File: src/pkg/stc_map.svh
`ifndef STC_MAP_SVH
`define STC_MAP_SVH

// ----------------------------------------------------------------
// register indices
// ----------------------------------------------------------------
`define STC_ADDR_CTRL    4'h0
`define STC_ADDR_CNT_LO  4'h1
`define STC_ADDR_CNT_HI  4'h2
`define STC_ADDR_FLAG    4'h3
`define STC_ADDR_IRQEN   4'h4

// ----------------------------------------------------------------
// control, flag and enable bit positions
// ----------------------------------------------------------------
`define STC_BIT_ON       0
`define STC_BIT_CS       1
`define STC_BIT_SYNCD    2
`define STC_BIT_OSC      3
`define STC_BIT_PS_LO    4
`define STC_BIT_PS_HI    5
`define STC_CTRL_W       6
`define STC_BIT_OVF      0
`define STC_BIT_IRQEN    0

// ----------------------------------------------------------------
// values
// ----------------------------------------------------------------
`define STC_CTRL_RST     6'h00
`define STC_CNT_ZERO     16'h0000
`define STC_CNT_MAX      16'hffff
`define STC_DIV_LAST     2'h3
`define STC_PINS_IN      2'h3
`define STC_PINS_ZERO    2'h0
`define STC_BYTE_ZERO    8'h00

`endif

File: src/pkg/stc_pkg.sv
`include "stc_map.svh"

package stc_pkg;

    typedef struct packed {
        logic [`STC_CTRL_W-1:0] ctrl;
        logic [15:0]            cnt;
        logic                   ovf;
        logic                   irq_en;
        logic [1:0]             div;
        logic                   sy1;
        logic                   sy2;
        logic                   sy3;
        logic                   raw_prev;
        logic [7:0]             rdata;
        logic                   irq;
        logic [1:0]             pin_dir;
        logic [1:0]             pin_rd;
    } stc_state_type;

    typedef struct packed {
        logic [2:0] cnt;
    } stc_ps_state_type;

endpackage

File: src/design/stc_prescaler.sv
`timescale 1ns/1ps
`default_nettype none

module stc_prescaler
    import stc_pkg::*;
#(
    parameter int SEL_W = 2,
    parameter int CNT_W = 3
)(
    input  wire logic             clk_i,
    input  wire logic             rstn_i,
    input  wire logic             clr_i,
    input  wire logic             tick_i,
    input  wire logic [SEL_W-1:0] sel_i,
    output logic                  tick_o
);

    stc_ps_state_type state_ff;
    stc_ps_state_type nxt_state;
    logic [CNT_W-1:0] mask;

    // ----------------------------------------------------------------
    // divide by 1, 2, 4 or 8
    // ----------------------------------------------------------------
    always_comb
    begin
        nxt_state = state_ff;
        mask = CNT_W'((1 << sel_i) - 1);
        tick_o = tick_i && ((state_ff.cnt & mask) == mask);
        if (clr_i)
        begin
            nxt_state.cnt = '0;
        end
        else if (tick_i)
        begin
            nxt_state.cnt = state_ff.cnt + CNT_W'(1);
        end
    end

    always_ff @(posedge clk_i or negedge rstn_i)
    begin
        if (!rstn_i)
        begin
            state_ff <= '0;
        end
        else
        begin
            state_ff <= nxt_state;
        end
    end

endmodule // stc_prescaler

`default_nettype wire

File: src/design/stc_timer.sv
// The strobed register port and the register offsets were decided locally.
`timescale 1ns/1ps
`default_nettype none
`include "stc_map.svh"

// How it works
// - the count is a high byte and a low byte, both readable and writable.
// - the count runs up from zero to all ones and wraps back to zero.
// - each wrap sets a sticky overflow flag that only software clears.
// - the interrupt output follows the flag only while its enable bit is set.
// - control bit 1 picks timer mode or counter mode.
// - timer mode counts the internal clock, one tick every four clocks.
// - counter mode counts rising edges of the external clock pin.
// - the count advances only while control bit 0 is set.
// - a reset input from the compare module clears the count.
// - with the oscillator on both pins are inputs and their port bits read 0.
// - a two-bit field selects division by 1, 2, 4 or 8.
// - in counter mode the pin is synchronised unless the sync-disable bit is set.
// - in timer mode the sync-disable bit has no effect.
// - the top two control bits read 0 and drop writes; the rest reset to 0.
// - the oscillator enable bit turns the dedicated oscillator on or off.
module stc_timer
    import stc_pkg::*;
(
    input  wire logic       clk_i,
    input  wire logic       rstn_i,
    input  wire logic [3:0] addr_i,
    input  wire logic [7:0] wdata_i,
    input  wire logic       wr_i,
    input  wire logic       rd_i,
    input  wire logic       ext_clk_i,
    input  wire logic       ccp_reset_i,
    input  wire logic [1:0] port_dir_i,
    input  wire logic [1:0] pin_in_i,
    output logic [7:0]      rdata_o,
    output logic            irq_o,
    output logic            osc_en_o,
    output logic [1:0]      pin_dir_o,
    output logic [1:0]      pin_rd_o
);

    stc_state_type state_ff;
    stc_state_type nxt_state;
    logic          wr_ctrl;
    logic          wr_lo;
    logic          wr_hi;
    logic          wr_flag;
    logic          wr_irqen;
    logic          cnt_wr;
    logic          tick_int;
    logic          edge_sync;
    logic          edge_raw;
    logic          tick_ext;
    logic          tick_sel;
    logic          tick_ps;
    logic          inc;
    logic          wrap;
    logic          timer_on;
    logic          mode_ext;
    logic          sync_dis;
    logic [1:0]    ps_sel;

    // ----------------------------------------------------------------
    // decode
    // ----------------------------------------------------------------
    assign wr_ctrl  = wr_i && (addr_i == `STC_ADDR_CTRL);
    assign wr_lo    = wr_i && (addr_i == `STC_ADDR_CNT_LO);
    assign wr_hi    = wr_i && (addr_i == `STC_ADDR_CNT_HI);
    assign wr_flag  = wr_i && (addr_i == `STC_ADDR_FLAG);
    assign wr_irqen = wr_i && (addr_i == `STC_ADDR_IRQEN);
    assign cnt_wr   = wr_lo || wr_hi;

    assign timer_on = state_ff.ctrl[`STC_BIT_ON];
    assign mode_ext = state_ff.ctrl[`STC_BIT_CS];
    assign sync_dis = state_ff.ctrl[`STC_BIT_SYNCD];
    assign ps_sel   = state_ff.ctrl[`STC_BIT_PS_HI:`STC_BIT_PS_LO];

    // ----------------------------------------------------------------
    // clock sources
    // ----------------------------------------------------------------
    // sy1 feeds only sy2; edges are seen on sy2 against sy3
    assign tick_int  = (state_ff.div == `STC_DIV_LAST);
    assign edge_sync = state_ff.sy2 && !state_ff.sy3;
    // unsynchronised path uses the live pin against raw_prev, so it is two clocks faster
    assign edge_raw  = ext_clk_i && !state_ff.raw_prev;
    assign tick_ext  = sync_dis ? edge_raw : edge_sync;
    // sync-disable only steers the external path
    assign tick_sel  = mode_ext ? tick_ext : tick_int;

    stc_prescaler #(
        .SEL_W (2),
        .CNT_W (3)
    ) u_prescaler (
        .clk_i  (clk_i),
        .rstn_i (rstn_i),
        .clr_i  (cnt_wr || !timer_on),
        .tick_i (tick_sel && timer_on),
        .sel_i  (ps_sel),
        .tick_o (tick_ps)
    );

    assign inc  = tick_ps && timer_on;
    assign wrap = inc && !cnt_wr && !ccp_reset_i
                  && (state_ff.cnt == `STC_CNT_MAX);

    // ----------------------------------------------------------------
    // next state
    // ----------------------------------------------------------------
    always_comb
    begin
        nxt_state = state_ff;
        nxt_state.div = state_ff.div + 2'h1;
        nxt_state.sy1 = ext_clk_i;
        nxt_state.sy2 = state_ff.sy1;
        nxt_state.sy3 = state_ff.sy2;
        nxt_state.raw_prev = ext_clk_i;

        if (wr_ctrl)
        begin
            nxt_state.ctrl = wdata_i[`STC_CTRL_W-1:0];
        end

        if (ccp_reset_i)
        begin
            nxt_state.cnt = `STC_CNT_ZERO;
        end
        else if (cnt_wr)
        begin
            if (wr_lo)
            begin
                nxt_state.cnt[7:0] = wdata_i;
            end
            if (wr_hi)
            begin
                nxt_state.cnt[15:8] = wdata_i;
            end
        end
        else if (inc)
        begin
            // all ones plus one folds to zero in 16 bits
            nxt_state.cnt = state_ff.cnt + 16'h0001;
        end

        // a wrap in the clearing cycle still lands
        if (wr_flag)
        begin
            nxt_state.ovf = wdata_i[`STC_BIT_OVF] || wrap;
        end
        else if (wrap)
        begin
            nxt_state.ovf = 1'h1;
        end

        if (wr_irqen)
        begin
            nxt_state.irq_en = wdata_i[`STC_BIT_IRQEN];
        end

        nxt_state.irq = nxt_state.ovf && nxt_state.irq_en;

        if (nxt_state.ctrl[`STC_BIT_OSC])
        begin
            nxt_state.pin_dir = `STC_PINS_IN;
            nxt_state.pin_rd  = `STC_PINS_ZERO;
        end
        else
        begin
            nxt_state.pin_dir = port_dir_i;
            nxt_state.pin_rd  = pin_in_i;
        end

        nxt_state.rdata = `STC_BYTE_ZERO;
        if (rd_i)
        begin
            case (addr_i)
                `STC_ADDR_CTRL:
                begin
                    nxt_state.rdata = {2'h0, state_ff.ctrl};
                end
                `STC_ADDR_CNT_LO:
                begin
                    nxt_state.rdata = state_ff.cnt[7:0];
                end
                `STC_ADDR_CNT_HI:
                begin
                    nxt_state.rdata = state_ff.cnt[15:8];
                end
                `STC_ADDR_FLAG:
                begin
                    nxt_state.rdata = {7'h00, state_ff.ovf};
                end
                `STC_ADDR_IRQEN:
                begin
                    nxt_state.rdata = {7'h00, state_ff.irq_en};
                end
                default:
                begin
                    nxt_state.rdata = `STC_BYTE_ZERO;
                end
            endcase
        end
    end

    // ----------------------------------------------------------------
    // registers
    // ----------------------------------------------------------------
    always_ff @(posedge clk_i or negedge rstn_i)
    begin
        if (!rstn_i)
        begin
            state_ff <= '0;
        end
        else
        begin
            state_ff <= nxt_state;
        end
    end

    assign rdata_o   = state_ff.rdata;
    assign irq_o     = state_ff.irq;
    assign osc_en_o  = state_ff.ctrl[`STC_BIT_OSC];
    assign pin_dir_o = state_ff.pin_dir;
    assign pin_rd_o  = state_ff.pin_rd;

    // ----------------------------------------------------------------
    // checks
    // ----------------------------------------------------------------
    a_wrap_sets_flag: assert property (
        @(posedge clk_i) disable iff (!rstn_i)
        wrap |=> state_ff.ovf && (state_ff.cnt == `STC_CNT_ZERO)
    ) else $error("wrap did not set flag and zero count");

    a_flag_sticky: assert property (
        @(posedge clk_i) disable iff (!rstn_i)
        state_ff.ovf && !wr_flag |=> state_ff.ovf
    ) else $error("overflow flag dropped without a clear");

    a_irq_gated: assert property (
        @(posedge clk_i) disable iff (!rstn_i)
        (wr_irqen && !wdata_i[`STC_BIT_IRQEN]) |=> !irq_o && !state_ff.irq_en
    ) else $error("interrupt not blocked by enable");

    a_irq_follows: assert property (
        @(posedge clk_i) disable iff (!rstn_i)
        state_ff.ovf && state_ff.irq_en && !wr_flag && !wr_irqen |=> irq_o
    ) else $error("enabled flag not forwarded");

    a_stop_holds: assert property (
        @(posedge clk_i) disable iff (!rstn_i)
        !timer_on && !cnt_wr && !ccp_reset_i |=> $stable(state_ff.cnt)
    ) else $error("count moved while stopped");

    a_ccp_clears: assert property (
        @(posedge clk_i) disable iff (!rstn_i)
        ccp_reset_i |=> state_ff.cnt == `STC_CNT_ZERO
    ) else $error("compare reset did not clear count");

    a_ctrl_top_zero: assert property (
        @(posedge clk_i) disable iff (!rstn_i)
        rd_i && (addr_i == `STC_ADDR_CTRL) |=> rdata_o[7:`STC_CTRL_W] == 2'h0
    ) else $error("unimplemented control bits read nonzero");

    a_osc_pins_in: assert property (
        @(posedge clk_i) disable iff (!rstn_i)
        state_ff.ctrl[`STC_BIT_OSC] && !wr_ctrl
        |=> pin_dir_o == `STC_PINS_IN && pin_rd_o == `STC_PINS_ZERO
    ) else $error("pins not forced to input under oscillator");

    a_int_spacing: assert property (
        @(posedge clk_i) disable iff (!rstn_i)
        tick_int |=> !tick_int [*3] ##1 tick_int
    ) else $error("internal tick not one in four clocks");

    a_timer_ignores_sync: assert property (
        @(posedge clk_i) disable iff (!rstn_i)
        !mode_ext && timer_on && (ps_sel == 2'h0) && !cnt_wr && !ccp_reset_i
        |-> inc == tick_int
    ) else $error("timer mode not counting internal clock");

    // a pin rise takes two clocks to reach the synchronised edge
    a_sync_pin_edge: assert property (
        @(posedge clk_i) disable iff (!rstn_i)
        mode_ext && !sync_dis && timer_on && (ps_sel == 2'h0) && !cnt_wr && !ccp_reset_i
        && $past(ext_clk_i, 2) && !$past(ext_clk_i, 3) |-> inc
    ) else $error("synchronised pin rise not counted");

    a_raw_pin_edge: assert property (
        @(posedge clk_i) disable iff (!rstn_i)
        mode_ext && sync_dis && timer_on && (ps_sel == 2'h0) && !cnt_wr && !ccp_reset_i
        && ext_clk_i && !$past(ext_clk_i) |-> inc
    ) else $error("unsynchronised pin rise not counted");

    a_no_pin_edge: assert property (
        @(posedge clk_i) disable iff (!rstn_i)
        mode_ext && sync_dis && !(ext_clk_i && !$past(ext_clk_i)) |-> !inc
    ) else $error("count moved without a pin rise");

    a_osc_output: assert property (
        @(posedge clk_i) disable iff (!rstn_i)
        wr_ctrl |=> osc_en_o == $past(wdata_i[`STC_BIT_OSC])
    ) else $error("oscillator enable not following control");

    // ----------------------------------------------------------------
    // count, control, flag, interrupt and pin checks
    // ----------------------------------------------------------------
    a_count_step: assert property (
        @(posedge clk_i) disable iff (!rstn_i)
        inc && !cnt_wr && !ccp_reset_i |=> state_ff.cnt == $past(state_ff.cnt) + 16'h0001
    ) else $error("count did not step by one");

    a_low_byte_write: assert property (
        @(posedge clk_i) disable iff (!rstn_i)
        wr_lo && !ccp_reset_i |=> state_ff.cnt[7:0] == $past(wdata_i)
    ) else $error("low byte write lost");

    a_high_byte_write: assert property (
        @(posedge clk_i) disable iff (!rstn_i)
        wr_hi && !ccp_reset_i |=> state_ff.cnt[15:8] == $past(wdata_i)
    ) else $error("high byte write lost");

    a_ctrl_write: assert property (
        @(posedge clk_i) disable iff (!rstn_i)
        wr_ctrl |=> state_ff.ctrl == $past(wdata_i[`STC_CTRL_W-1:0])
    ) else $error("control write not held");

    a_flag_clears: assert property (
        @(posedge clk_i) disable iff (!rstn_i)
        wr_flag && !wdata_i[`STC_BIT_OVF] && !wrap |=> !state_ff.ovf
    ) else $error("overflow flag not cleared");

    a_no_false_flag: assert property (
        @(posedge clk_i) disable iff (!rstn_i)
        !state_ff.ovf && !wrap && !wr_flag |=> !state_ff.ovf
    ) else $error("overflow flag set without a wrap");

    a_irq_blocked: assert property (
        @(posedge clk_i) disable iff (!rstn_i)
        !state_ff.irq_en && !wr_irqen |=> !irq_o
    ) else $error("interrupt raised while disabled");

    a_pins_follow_port: assert property (
        @(posedge clk_i) disable iff (!rstn_i)
        !state_ff.ctrl[`STC_BIT_OSC] && !wr_ctrl
        |=> pin_dir_o == $past(port_dir_i) && pin_rd_o == $past(pin_in_i)
    ) else $error("pins not following port with oscillator off");

endmodule // stc_timer

`default_nettype wire

File: config.mk
export PLATFORM = sky130hd
export DESIGN_NAME = stc_timer
export DESIGN_NICKNAME = d
export VERILOG_FILES = /design/src/pkg/stc_pkg.sv /design/src/design/stc_prescaler.sv /design/src/design/stc_timer.sv
export VERILOG_INCLUDE_DIRS = /design/src /design/src/pkg
export SDC_FILE = /design/constraint.sdc
export NUM_CORES = 1
export LEC_CHECK = 0
export BUFFER_PORTS_ARGS = -buffer_cell sky130_fd_sc_hd__buf_2
export CAP_MARGIN = 20
export CORE_MARGIN = 4
export CORE_UTILIZATION = 57
export CTS_CLUSTER_SIZE = 14
export DETAILED_ROUTE_END_ITERATION = 6
export PLACE_DENSITY_LB_ADDON = 0.3
export SLEW_MARGIN = 20
export SYNTH_ARGS = -nofsm -noshare
export SYNTH_HDL_FRONTEND = slang
export SYNTH_SLANG_ARGS = --single-unit
File: constraint.sdc
create_clock -name clk_i -period 2 [get_ports clk_i]
set_input_delay 0.4 -clock clk_i [delete_from_list [all_inputs] [get_ports clk_i]]
set_output_delay 0.4 -clock clk_i [all_outputs]
set_load 0.05 [all_outputs]
After elaboration in Yosys (flattened, before gate mapping). Index checks and enable logic that the tools add are counted.

Multiplexer cells: 16. Magnitude comparators: 0. Shift-type cells: 1. Multiply operators: 0. Div/mod/pow operators: 0. Bitwise logic cells: 1. Reduce and logical (&&, ||, !) cells: 27. $add $sub $neg: 4. Equality and inequality tests: 9.

Operators with widths (count): 16-bit 2-to-1 mux (3); 8-bit case mux with 5 select lines (1); 8-bit 2-to-1 mux (3); 16-bit by 1-bit adder with 16-bit output (second input constant) (1); 16-bit == test (second input constant) (1); 1-bit logical AND (14); 4-bit by 2-bit == test with 1-bit output (second input constant) (2); 4-bit 2-to-1 mux (2); 3-bit 2-to-1 mux (2); 3-bit inequality test (second input constant) (2); 1-bit logical NOT (5); 1-bit 2-to-1 mux (5); 4-bit by 1-bit == test with 1-bit output (second input constant) (1); 4-bit by 3-bit == test with 1-bit output (second input constant) (1); 4-bit logical NOT (1); 2-bit AND reduction (2); 3-bit by 1-bit adder with 3-bit output (second input constant) (1); 3-bit bitwise AND (1); 3-bit == test (1); 1-bit logical OR (3); 3-bit nonzero test (1); 1-bit by 2-bit left shift with 3-bit output (first input constant) (1); 3-bit by 2-bit subtractor with 3-bit output (second input constant) (1); 2-bit by 1-bit adder with 2-bit output (second input constant) (1); other kinds (2) (2).

Logic and storage cells: 73. Latch bits: 0. Bits of input ports: 22. RAM bits: 0. Flip-flop bits (word level): 45. Output and inout bits: 14. Bits in read-only memories: 0. Memories: 0.

Depth between registers and ports, before layout. Gate-level depths: netlist (run 1).

Word-level depth: 13. Gate-level depth with buffers: 8. Gate-level depth less buffers: 6.

Hierarchy. Synthesis (run 1) repeated with hierarchy kept, for this count alone.

Cells, all modules: 270. Area total of the unflattened synthesis: 2626.3 µm².

Modules (own cells, without submodules): stc_timer (sequential area each 1051.0 µm², area each 2462.4 µm², cells an instance 254, instances 1); stc_prescaler (sequential area each 75.1 µm², area each 163.9 µm², cells an instance 16, instances 1).

Least setup slack after synthesis (run 1). Ideal clock, no wire load.

Path type: input-to-reg. Start: input addr_i[0]. End: register state_ff[24] (netlist bit). Data required time: 1.879 ns. Stages on the path: 7. Arrival: 1.842 ns. Path slack: 0.037 ns. Setup time: 0.121 ns. Path buffers: 2. Path through: buf_6 xor2_2 and2_4 or4_4 buf_6 a32o_1 a22o_1.

Cells in the longest elaborated chain, start to end: 5. Elaborated cells on any way between the ends: 10. Those cells by class: eq/ne: 3; mux: 2; reduce/logical: 5.

Ends and longest elaborated chain: start, declared (RTL line stc_timer.sv:27) `input wire logic [3:0] addr_i,`; 4-bit by 1-bit == test with 1-bit output / 4-bit by 2-bit == test with 1-bit output (equally long branches); 1-bit logical AND (on tied branches) (RTL line stc_timer.sv:67, stc_timer.sv:68); 1-bit logical OR (RTL line stc_timer.sv:71) `assign cnt_wr = wr_lo || wr_hi;`; 3-bit inequality test (no line), or another cell as far along; 2-bit AND reduction (no line) / 16-bit 2-to-1 mux (equally long branches); end signal, assigned (RTL line stc_timer.sv:215) `state_ff <= nxt_state;`; end, declared (RTL line stc_timer.sv:42) `stc_state_type state_ff;`.

Parallel ways exist; a longest one is shown, timed or not. A chain may end at the register's enable or synchronous reset.

Worst setup path after layout (run 1).
Start: register state_ff[13] (netlist bit). End: register state_ff[24] (netlist bit).

Cells in the longest elaborated chain, start to end: 9.

Ends and longest elaborated chain: 1-bit logical NOT (RTL line stc_timer.sv:85) `assign edge_raw = ext_clk_i && !state_ff.raw_prev;`; 1-bit logical AND (RTL line stc_timer.sv:85); 1-bit 2-to-1 mux (RTL line stc_timer.sv:86) `assign tick_ext = sync_dis ? edge_raw : edge_sync;`; 1-bit 2-to-1 mux (RTL line stc_timer.sv:88) `assign tick_sel = mode_ext ? tick_ext : tick_int;`; 1-bit logical AND (RTL line stc_timer.sv:97) `.tick_i (tick_sel && timer_on),`; 1-bit logical AND (RTL line stc_prescaler.sv:29) `tick_o = tick_i && ((state_ff.cnt & mask) == mask);`; 1-bit logical AND (RTL line stc_timer.sv:102) `assign inc = tick_ps && timer_on;`; 3-bit nonzero test (no line); 2-bit AND reduction (no line).

Every way passes these cells.

==> summary.md, run 1 <==
| Metric | Value |
|---|---|
| WL per Instance | `18.9 µm` |
| Post-layout min period | `between 1500 and 2000 ps` |
| Worst VDD drop | `around 0.54 mV` |
| Initial antenna violation count | `0` |
| Worst-path clk slew | `90 ps` |
| Cell Rows | `24` |
| DIE HEIGHT | `75.8 µm` |
| Via density | `approximately 6.6` |
| Routed wire length | `7010 µm` |
| Multiplexer area fraction after synthesis | `6.01%` |
| RePlAce Congestion | `about 0.94` |
| Vias in the first global route | `2230` |
| DR pass1 iterations | `5` |
| Placed cell count | `~360` |
| Sink Count | `45` |
| Yosys warning total | `0` |
| Final setup violation count | `0` |
| Io pins | `36` |
| Fillers | `around 330` |
| Maximum fanout along the worst path | `8` |
| CP required | `2190 ps` |
| Area delta synth->final | `20.0%` |
| Synth top area share | `42.9%` |
| Cell Count, Final, Fillers Out | `between 300 and 400` |
| Mapped Area | `2620 µm²` |
| Clk root buf | `clkbuf_8` |
| Congestion Overflow GR | `0` |
| Critical Path Sink Type | `register` |
| Kind of critical path | `reg2reg` |
| Clock Tree Buf Depth | `2` |
| Status | `completed` |
| Max-cap violations | `0` |
| Vias | `~2400` |
| Synth Area in XOR/XNOR | `1.29%` |
| Leak | `roughly 0.0014 µW` |
| Final Max Tran Viols | `0` |
| Post-DRT Antenna Nets | `0` |
| Skew final | `slightly below 10 ps` |
| FFs w/ async S/R, synth | `100%` |
| Final Hold Slack | `45.8 ps` |
| Simple-gate area share of the yosys netlist | `between 10% and 20%` |
| Compound-Gate Fraction of Synth Area | `21.4%` |
| Clock latency on the worst-skew pair | `roughly 300 ps` |
| DIE AREA | `about 5800 µm²` |
| First-pass GRT wire length | `approximately 11000 µm` |
| Worst-case reg-to-reg path depth | `6` |
| Worst Hold Class | `in2async` |
| Die Wd | `~76 µm` |
| Synth unique cells | `65` |
| Mapped Cells | `269` |
| Flops & latches, synth | `45` |
| CTS tree | `yes` |
| ANT cells | `0` |
| Syn Area/Cell | `between 9 and 10 µm²` |
| Setup Buffers After CTS | `0` |
| I/O Buffers | `35` |
| Fin crit share | `between 90% and 100%` |
| Core area | `~4400 µm²` |
| Total CTS buffers | `5` |
| Most frequent cells in the layout | `dfrtp_1 (44), buf_2 (35), buf_4 (31)` |
| Starting Density | `approximately 59%` |
| Rel. slew slack | `59.2%` |
| Main combinational cell family by area after synthesis | `compound AO/OA/AOI/OAI gates` |
| Total power | `between 2000 and 3000 µW` |
| Largest net degree at the start of global routing | `28` |
| Slew @ Worst Pin | `about 610 ps` |
| Final nets | `roughly 340` |
| Commonest non-fill, non-tap cell in the layout | `dfrtp_1` |
| H-tree levels | `2` |
| All-Layer GR Usage | `25.7%` |
| Synth top area cells | `dfrtp_1 (43%), mux2i_1 (3.4%), buf_4 (3.4%)` |
| Top FF cell, synth | `dfrtp_1` |
| Area leader, netlist | `dfrtp_1` |
| Critical path arrival | `~2200 ps` |
| Layout cells sized above 1 | `between 30% and 40%` |
| Fmax achieved | `slightly above 0.5 GHz` |
| DRC viols | `0` |
| Final Hold Vio Count | `0` |
| Post-Syn Nets | `roughly 300` |
| Startpoint types | `register` |
| EDFF count, synth | `0` |
| DR iter-0 viols | `273` |
| PwrDens | `814 nW/µm²` |
| DP HPWL | `about 5000 µm` |
| Synth Area in Adders | `1.43%` |
| Sequential area share after synthesis | `between 40% and 50%` |
[through the flow]
step | instance area (µm²) | utilization (%) | setup WS, ps | TNS, ps
floorplan | 2620 | - | 37.2 | 0
global placement | 2970 | 67.3 | 3.54 | 0
detailed placement | 2970 | 67.3 | -22.7 | -109
CTS | 3110 | 70.4 | 37.3 | 0
global route | 3150 | 71.3 | -42.0 | -81.9
finish | 3150 | 71.3 | 24.4 | 0
[cell type report]
type | count | area [µm²] | share of cell area [%]
clock buffers | 5 | 68.8 | 2.19
clock inverters | 3 | 65.1 | 2.07
inverters | 11 | 41.3 | 1.31
multi-input cells | 186 | 1330 | 42.3
flip-flops and latches | 45 | 1130 | 35.8
well taps | 52 | 65.1 | 2.07
repair buffers | 68 | 448 | 14.2
[flip-flops by register name (all words and copies together), names as in the netlist]
register and flops:
state_ff 24, rdata_o 8, u_prescaler.state_ff 3, pin_dir_o 2
pin_rd_o 2, ps_sel 2, irq_o 1, mode_ext 1
nxt_state 1, osc_en_o 1
[power breakdown]
group | internal (µW) | switching [µW] | total [µW]
registers | 1000 | 90.4 | 1090
clock network | 496 | 316 | 812
logic | 273 | 387 | 660
[Yosys cell counts, types with 4 or more instances]
cell and number:
a21oi_1 10, nand4_1 4, o21ai_0 6, nor4_1 5, o22ai_1 7, nand2_1 24, and3_1 4, and2_1 4
clkbuf_1 11, inv_1 10, mux2i_1 9, buf_4 12, a311o_1 5, mux2_2 6, nor2b_1 5, o31ai_1 6
nor2_1 22, a221oi_1 5, dfrtp_1 45, nand3_1 5
[worst max-delay path: stages, from the launching register on]
cell and delay, ps:
dfrtp_1 410, nor2b_2 150, o221ai_2 140, buf_4 170
or4_4 580, a32o_1 230, a22o_1 180
[routing by layer]
layer	vias up	global-route usage (%)	share of wire [%]
met5	-	0	0
met3	27	5.41	9.5
li1	1096	-	-
met4	0	8.74	3.1
met2	145	39.5	45
met1	1164	35.9	42
[path summary, 6_finish.rpt]
| kind | slack (ps) | end | startpoint |
|---|---|---|---|
| min in group clk_i | 220 | state_ff[13] | ext_clk_i |
| max | 20 | state_ff[24] | state_ff[13] |
| min reg2reg | 380 | state_ff[14] | nxt_state[14] |
| min | 50 | state_ff[23] | rstn_i |
| max reg2reg | 20 | state_ff[24] | state_ff[13] |
| max in group asynchronous | 1460 | rdata_o[1] | rstn_i |
[cell families (layout without fill, tap and decap cells)]
logic type | count (synthesis) | count (layout)
AND/OR/NAND/NOR | 93 | 93
AO/OA/AOI/OAI | 72 | 72
flip-flops | 45 | 45
buffers and inverters | 38 | 87
multiplexers | 15 | 15
adder cells (fa/ha/maj) | 3 | 3
XOR/XNOR | 3 | 3
[what timing repair did]
action,4_1_cts,5_1_grt
hold buffers,0,0
setup endpoints to repair,0,6
gates resized for setup,0,9
No activity file was read; power rests on OpenSTA's default activity.
==> run 2, diff against run 1 <==
--- a/config.mk
+++ b/config.mk
@@ -9,7 +9,7 @@
 export BUFFER_PORTS_ARGS = -buffer_cell sky130_fd_sc_hd__buf_2
 export CAP_MARGIN = 20
 export CORE_MARGIN = 4
-export CORE_UTILIZATION = 57
+export CORE_UTILIZATION = 35
 export CTS_CLUSTER_SIZE = 14
 export DETAILED_ROUTE_END_ITERATION = 6
 export PLACE_DENSITY_LB_ADDON = 0.3
==> run 2 against run 1 <==
Utilization down 26 points. Critical path depth is the same. Cell area is 4.1% higher. Die area rose by 56%. Critical path type unchanged.
==> summary.md, run 2 (same netlist as run 1, synthesis figures left out) <==
| Metric | Value |
|---|---|
| Vias | `2322 (was 2432)` |
| Max-cap violations | `0 (unchanged)` |
| Post-DRT Antenna Nets | `0 (unchanged)` |
| Unrepaired setup endpoints after global routing | `true` |
| Final Hold Vio Count | `0 (unchanged)` |
| Fin crit share | `97.0% (was 98.8%)` |
| DIE HEIGHT | `94.6 µm (was 75.8 µm)` |
| Clock share of power | `31.4% (was 31.7%)` |
| Critical path arrival | `2130 ps (was 2170 ps)` |
| Routed wire length | `7300 µm (was 7010 µm)` |
| Post-layout min period | `1940 ps (was 1980 ps)` |
| CP required | `2190 ps (about the same)` |
| Startpoint types | `register (unchanged)` |
| Kind of critical path | `reg2reg (unchanged)` |
| RePlAce Congestion | `0.820 (was 0.935)` |
| H-tree levels | `2 (unchanged)` |
| First-pass GRT wire length | `11800 µm (was 11100 µm)` |
| Cell Rows | `31 (was 24)` |
| DRC viols | `0 (unchanged)` |
| Worst-path clk slew | `90 ps (about the same)` |
| Maximum fanout along the worst path | `8 (unchanged)` |
| DR iter-0 viols | `191 (was 273)` |
| Area delta synth->final | `25.0% (was 20.0%)` |
| Worst Hold Class | `in2async (unchanged)` |
| Sequential cell area | `1130 µm² (unchanged)` |
| PwrDens | `810 nW/µm² (was 814 nW/µm²)` |
| Clock Tree Buf Depth | `2 (unchanged)` |
| Critical Path Sink Type | `register (unchanged)` |
| DIE AREA | `8940 µm² (was 5750 µm²)` |
| Share of power burned in registers | `41.2% (was 42.6%)` |
| Worst VDD drop | `0.439 mV (was 0.544 mV)` |
| Commonest non-fill, non-tap cell in the layout | `dfrtp_1 (unchanged)` |
| DR pass1 iterations | `4 (was 5)` |
| Largest reg by FF count | `state_ff (unchanged)` |
| Sink Count | `45 (unchanged)` |
| Post-DP Area | `3040 µm² (was 2970 µm²)` |
| Initial antenna violation count | `0 (unchanged)` |
| Final nets | `349 (was 342)` |
| Flop-to-flop setup slack | `60 ps (was 20 ps)` |
| I/O Buffers | `35 (unchanged)` |
| Slew @ Worst Pin | `536 ps (was 607 ps)` |
| CTS tree | `yes (unchanged)` |
| ANT cells | `0 (unchanged)` |
| Final worst setup slack | `59.2 ps (was 24.4 ps)` |
| Clk root buf | `clkbuf_8 (unchanged)` |
| Total power | `2650 µW (was 2560 µW)` |
| Multi-input gate area | `1340 µm² (was 1330 µm²)` |
| Final setup violation count | `0 (unchanged)` |
| Starting Density | `36.2% (was 59.4%)` |
| Combinational Power Share | `27.4% (was 25.7%)` |
| Total CTS buffers | `5 (unchanged)` |
| Fillers | `698 (was 327)` |
| Psw | `829 µW (was 793 µW)` |
| DP HPWL | `5460 µm (was 5010 µm)` |
| Vias in the first global route | `2340 (was 2230)` |
| Clock latency on the worst-skew pair | `300 ps (about the same)` |
| Place WS | `-94.8 ps (was -22.7 ps)` |
| Final Max Tran Viols | `0 (unchanged)` |
| Final instance area | `3280 µm² (was 3150 µm²)` |
| Largest net degree at the start of global routing | `26 (was 28)` |
| Layout cells sized above 1 | `33.8% (was 32.4%)` |
| Via density | `5.48 (was 6.57)` |
| Fmax achieved | `0.515 GHz (was 0.506 GHz)` |
| Largest register FFs | `24 (unchanged)` |
| WL per Instance | `17.2 µm (was 18.9 µm)` |
| Int Power | `1820 µW (was 1770 µW)` |
| All-Layer GR Usage | `17.1% (was 25.7%)` |
| Io pins | `36 (unchanged)` |
| Status | `completed (unchanged)` |
| Hold_buf cts | `0 (unchanged)` |
| Skew final | `11.1 ps (was 9.72 ps)` |
| Core area | `7250 µm² (was 4410 µm²)` |
| Worst-case reg-to-reg path depth | `6 (unchanged)` |
| Rel. slew slack | `64.3% (was 59.2%)` |
| Die Wd | `94.6 µm (was 75.8 µm)` |
| Leak | `0.00147 µW (was 0.00143 µW)` |
| Congestion Overflow GR | `0 (unchanged)` |
| Most frequent cells in the layout | `dfrtp_1 (44), buf_4 (37), buf_2 (35) (was dfrtp_1 (44), buf_2 (35), buf_4 (31))` |
| Sw Ratio | `31.3% (was 30.9%)` |
[run 2: power groups by stage]
stage	logic [µW]	clock network (µW)	registers, µW
after global placement	648	0	1100
final	727	832	1090
after detailed placement	660	0	1100
after floorplan	383	0	1110
after global routing	787	888	1100
after CTS	663	848	1080
[run 2: worst max-delay path: stages, from the launching register on]
cell,delay [ps]
dfrtp_1,360
ha_2,180
o221ai_2,110
buf_6,140
or4_4,580
a32o_2,270
a22o_1,190
[run 2: final cells by class]
class                   instances  area share, %
multi-input cells             186           41.0
repair buffers                 75           15.4
clock inverters                 3           2.10
clock buffers                   5           2.10
inverters                      11           1.26
well taps                      99           3.78
flip-flops and latches         45           34.4
[run 2: metrics by stage]
step	hold slack, ps	cells	setup TNS, ps	utilization (%)
after floorplan	104	269	0	-
after global placement	351	410	-34.2	41.9
after detailed placement	366	410	-179	41.9
after CTS	79.4	418	0	43.8
after global routing	84.6	424	-16.8	45.2
final	65.5	424	0	45.2
[run 2: path summary, 6_finish.rpt]
path | from | endpoint
min in group clk_i | ext_clk_i | state_ff[13]
max in group asynchronous | rstn_i | state_ff[33]
worst min-delay path | rstn_i | u_prescaler.state_ff[2]
worst min register to register | nxt_state[14] | state_ff[14]
worst max register to register | state_ff[17] | state_ff[24]
worst max-delay path | state_ff[17] | state_ff[24]
[run 2: per-layer routing]
layer / track usage [%] / wire [µm] / vias up
met5: 0 / 0 / -
met4: 7.33 / 162 / 0
met3: 3.59 / 445 / 14
met2: 27.5 / 3450 / 72
met1: 22.2 / 3240 / 1125
li1: - / - / 1111
[run 2: timing repair]
item	CTS	global route
resized for setup	0	12
setup endpoints to repair	0	10
setup buffers	0	6
==> run 3, diff against run 2 <==
--- a/config.mk
+++ b/config.mk
@@ -8,7 +8,7 @@
 export LEC_CHECK = 0
 export BUFFER_PORTS_ARGS = -buffer_cell sky130_fd_sc_hd__buf_2
 export CAP_MARGIN = 20
-export CORE_MARGIN = 4
+export CORE_MARGIN = 8
 export CORE_UTILIZATION = 35
 export CTS_CLUSTER_SIZE = 14
 export DETAILED_ROUTE_END_ITERATION = 6
==> constraint.sdc (replaced) <==
create_clock -name clk_i -period 2 [get_ports clk_i]
set_input_delay 0.2 -clock clk_i [delete_from_list [all_inputs] [get_ports clk_i]]
set_output_delay 0.2 -clock clk_i [all_outputs]
set_load 0.05 [all_outputs]
==> run 3 against run 2 <==
Sequential share of layout area up 1.9 points. Sequential power about the same. Via count shrank 1.2%. Final cell count is 3.1% lower. First-iteration DRC count increased by 13%. Critical endpoint is now state_ff[30].
==> summary.md, run 3 (same netlist as run 1, synthesis figures left out) <==
| Metric | Value |
|---|---|
| DIE AREA | `10500 µm² (was 8940 µm²)` |
| Setup TNS | `0 ps (unchanged)` |
| Via density | `5.58 (was 5.48)` |
| Io pins | `36 (unchanged)` |
| Unrepaired setup endpoints after global routing | `false (was true)` |
| Rel. slew slack | `59.8% (was 64.3%)` |
| PwrDens | `746 nW/µm² (was 810 nW/µm²)` |
| Initial antenna violation count | `0 (unchanged)` |
| Flop-to-flop setup slack | `110 ps (was 60 ps)` |
| DR iter-0 viols | `215 (was 191)` |
| Clock share of power | `25.0% (was 31.4%)` |
| Commonest non-fill, non-tap cell in the layout | `dfrtp_1 (unchanged)` |
| Worst-path clk slew | `90 ps (about the same)` |
| Status | `completed (unchanged)` |
| Clk root buf | `clkbuf_8 (unchanged)` |
| DR pass1 iterations | `4 (unchanged)` |
| CP max-delay cell | `or4_1 (was or4_4)` |
| Critical Path Sink Type | `register (unchanged)` |
| Kind of critical path | `reg2reg (unchanged)` |
| Slew @ Worst Pin | `603 ps (was 536 ps)` |
| Core area | `7250 µm² (unchanged)` |
| Fillers | `729 (was 698)` |
| Congestion Overflow GR | `0 (unchanged)` |
| Max-cap violations | `0 (unchanged)` |
| Crit-path cells | `nand3_1 > or2_2 > or4_1 > a221oi_1 > a311o_1 (was ha_2 > o221ai_2 > buf_6 > or4_4 > a32o_2 > a22o_1)` |
| Fmax achieved | `0.529 GHz (was 0.515 GHz)` |
| CP delay by family, top | `simple AND/OR/NAND/NOR gates (unchanged)` |
| Vias | `2294 (was 2322)` |
| Fin crit share | `94.5% (was 97.0%)` |
| ANT cells | `0 (unchanged)` |
| Die Wd | `103 µm (was 94.6 µm)` |
| Startpoint types | `register (unchanged)` |
| RePlAce Congestion | `0.899 (was 0.820)` |
| Post-DRT Antenna Nets | `0 (unchanged)` |
| Worst VDD drop | `0.226 mV (was 0.439 mV)` |
| Clock Tree Buf Depth | `2 (unchanged)` |
| CP peak stage delay | `480 ps (was 580 ps)` |
| Final setup violation count | `0 (unchanged)` |
| Largest net degree at the start of global routing | `28 (was 26)` |
| Buffer and inverter count on the worst path | `0 (was 1)` |
| Leak | `0.00137 µW (was 0.00147 µW)` |
| Largest reg by FF count | `state_ff (unchanged)` |
| Psw | `809 µW (was 829 µW)` |
| Total CTS buffers | `5 (unchanged)` |
| Worst Hold Class | `in2reg (was in2async)` |
| H-tree levels | `2 (unchanged)` |
| CP required | `2250 ps (was 2190 ps)` |
| Sink Count | `45 (unchanged)` |
| DP HPWL | `5610 µm (was 5460 µm)` |
| Final nets | `336 (was 349)` |
| Critical path arrival | `2140 ps (was 2130 ps)` |
| WL per Instance | `17.9 µm (was 17.2 µm)` |
| DRC viols | `0 (unchanged)` |
| First-pass GRT wire length | `11700 µm (was 11800 µm)` |
| Most frequent cells in the layout | `dfrtp_1 (45), buf_2 (35), buf_4 (25) (was dfrtp_1 (44), buf_4 (37), buf_2 (35))` |
| Combinational Power Share | `28.0% (was 27.4%)` |
| Routed wire length | `7350 µm (was 7300 µm)` |
| Largest register FFs | `24 (unchanged)` |
| Cell Rows | `31 (unchanged)` |
| Layout cells sized above 1 | `29.2% (was 33.8%)` |
| Skew final | `6.23 ps (was 11.1 ps)` |
| CTS tree | `yes (unchanged)` |
| Starting Density | `36.2% (unchanged)` |
| I/O Buffers | `35 (unchanged)` |
| Sw Ratio | `35.0% (was 31.3%)` |
| Final worst setup slack | `110 ps (was 59.2 ps)` |
| Area delta synth->final | `18.3% (was 25.0%)` |
| Post-layout min period | `1890 ps (was 1940 ps)` |
| All-Layer GR Usage | `14.5% (was 17.1%)` |
| Share of power burned in registers | `46.9% (was 41.2%)` |
| Final Hold Vio Count | `0 (unchanged)` |
| DIE HEIGHT | `103 µm (was 94.6 µm)` |
| Maximum fanout along the worst path | `5 (was 8)` |
| Clock latency on the worst-skew pair | `310 ps (was 300 ps)` |
| Final Max Tran Viols | `0 (unchanged)` |
| Vias in the first global route | `2258 (was 2340)` |
| Int Power | `1510 µW (was 1820 µW)` |
| Place WS | `-2.09 ps (was -94.8 ps)` |
==> run 3: cell type report <==
cell class	instances	area [µm²]	share of cell area, %
Inverter	11	41.3	1.33
Multi-Input combinational cell	186	1330	42.8
Clock buffer	5	68.8	2.22
Sequential cell	45	1130	36.3
Timing Repair Buffer	62	393	12.7
Clock inverter	3	22.5	0.726
Tap cell	99	124	3.99
==> run 3: metrics by stage <==
step	std cells	instance area, µm²	util, %	hold WS, ps	total power [µW]
2_1_floorplan	269	2620	-	-95.6	1490
3_3_place_gp	402	2970	40.9	243	1710
3_5_place_dp	402	2970	40.9	239	1720
4_1_cts	411	3070	42.3	3.94	2310
5_1_grt	411	3100	42.8	1.43	2420
6_report	411	3100	42.8	11.1	2310
==> run 3: timing repair <==
item	CTS	global route
hold endpoints to repair	25	0
hold buffers	1	0
cloned	0	0
setup buffers	0	0
endpoints found under the setup margin	1	13
gates resized for setup	1	4
==> run 3: layer usage <==
metal  track usage [%]  part of all wire, %  wire (µm)
met3              2.30                  6.7        496
met4              6.66                  1.7        125
met2              23.5                   47       3430
met1              18.5                   45       3300
met5                 0                    0          0
==> run 3: worst paths after layout <==
path / start / endpoint / depth (start not counted)
worst min-delay path: ext_clk_i / state_ff[13] / 1
worst max register to register: state_ff[21] / state_ff[30] / 5
min in group asynchronous: rstn_i / u_prescaler.state_ff[1] / 2
worst max-delay path: state_ff[21] / state_ff[30] / 5
worst min register to register: nxt_state[14] / state_ff[14] / 0
max in group asynchronous: rstn_i / state_ff[36] / 3
==> run 3: power groups by stage <==
| stage | clock network [µW] | logic (µW) | registers, µW |
|---|---|---|---|
| 2_1_floorplan | 0 | 383 | 1110 |
| 3_3_place_gp | 0 | 611 | 1100 |
| 3_5_place_dp | 0 | 619 | 1100 |
| 4_1_cts | 597 | 626 | 1080 |
| 5_1_grt | 625 | 701 | 1100 |
| 6_report | 579 | 649 | 1090 |
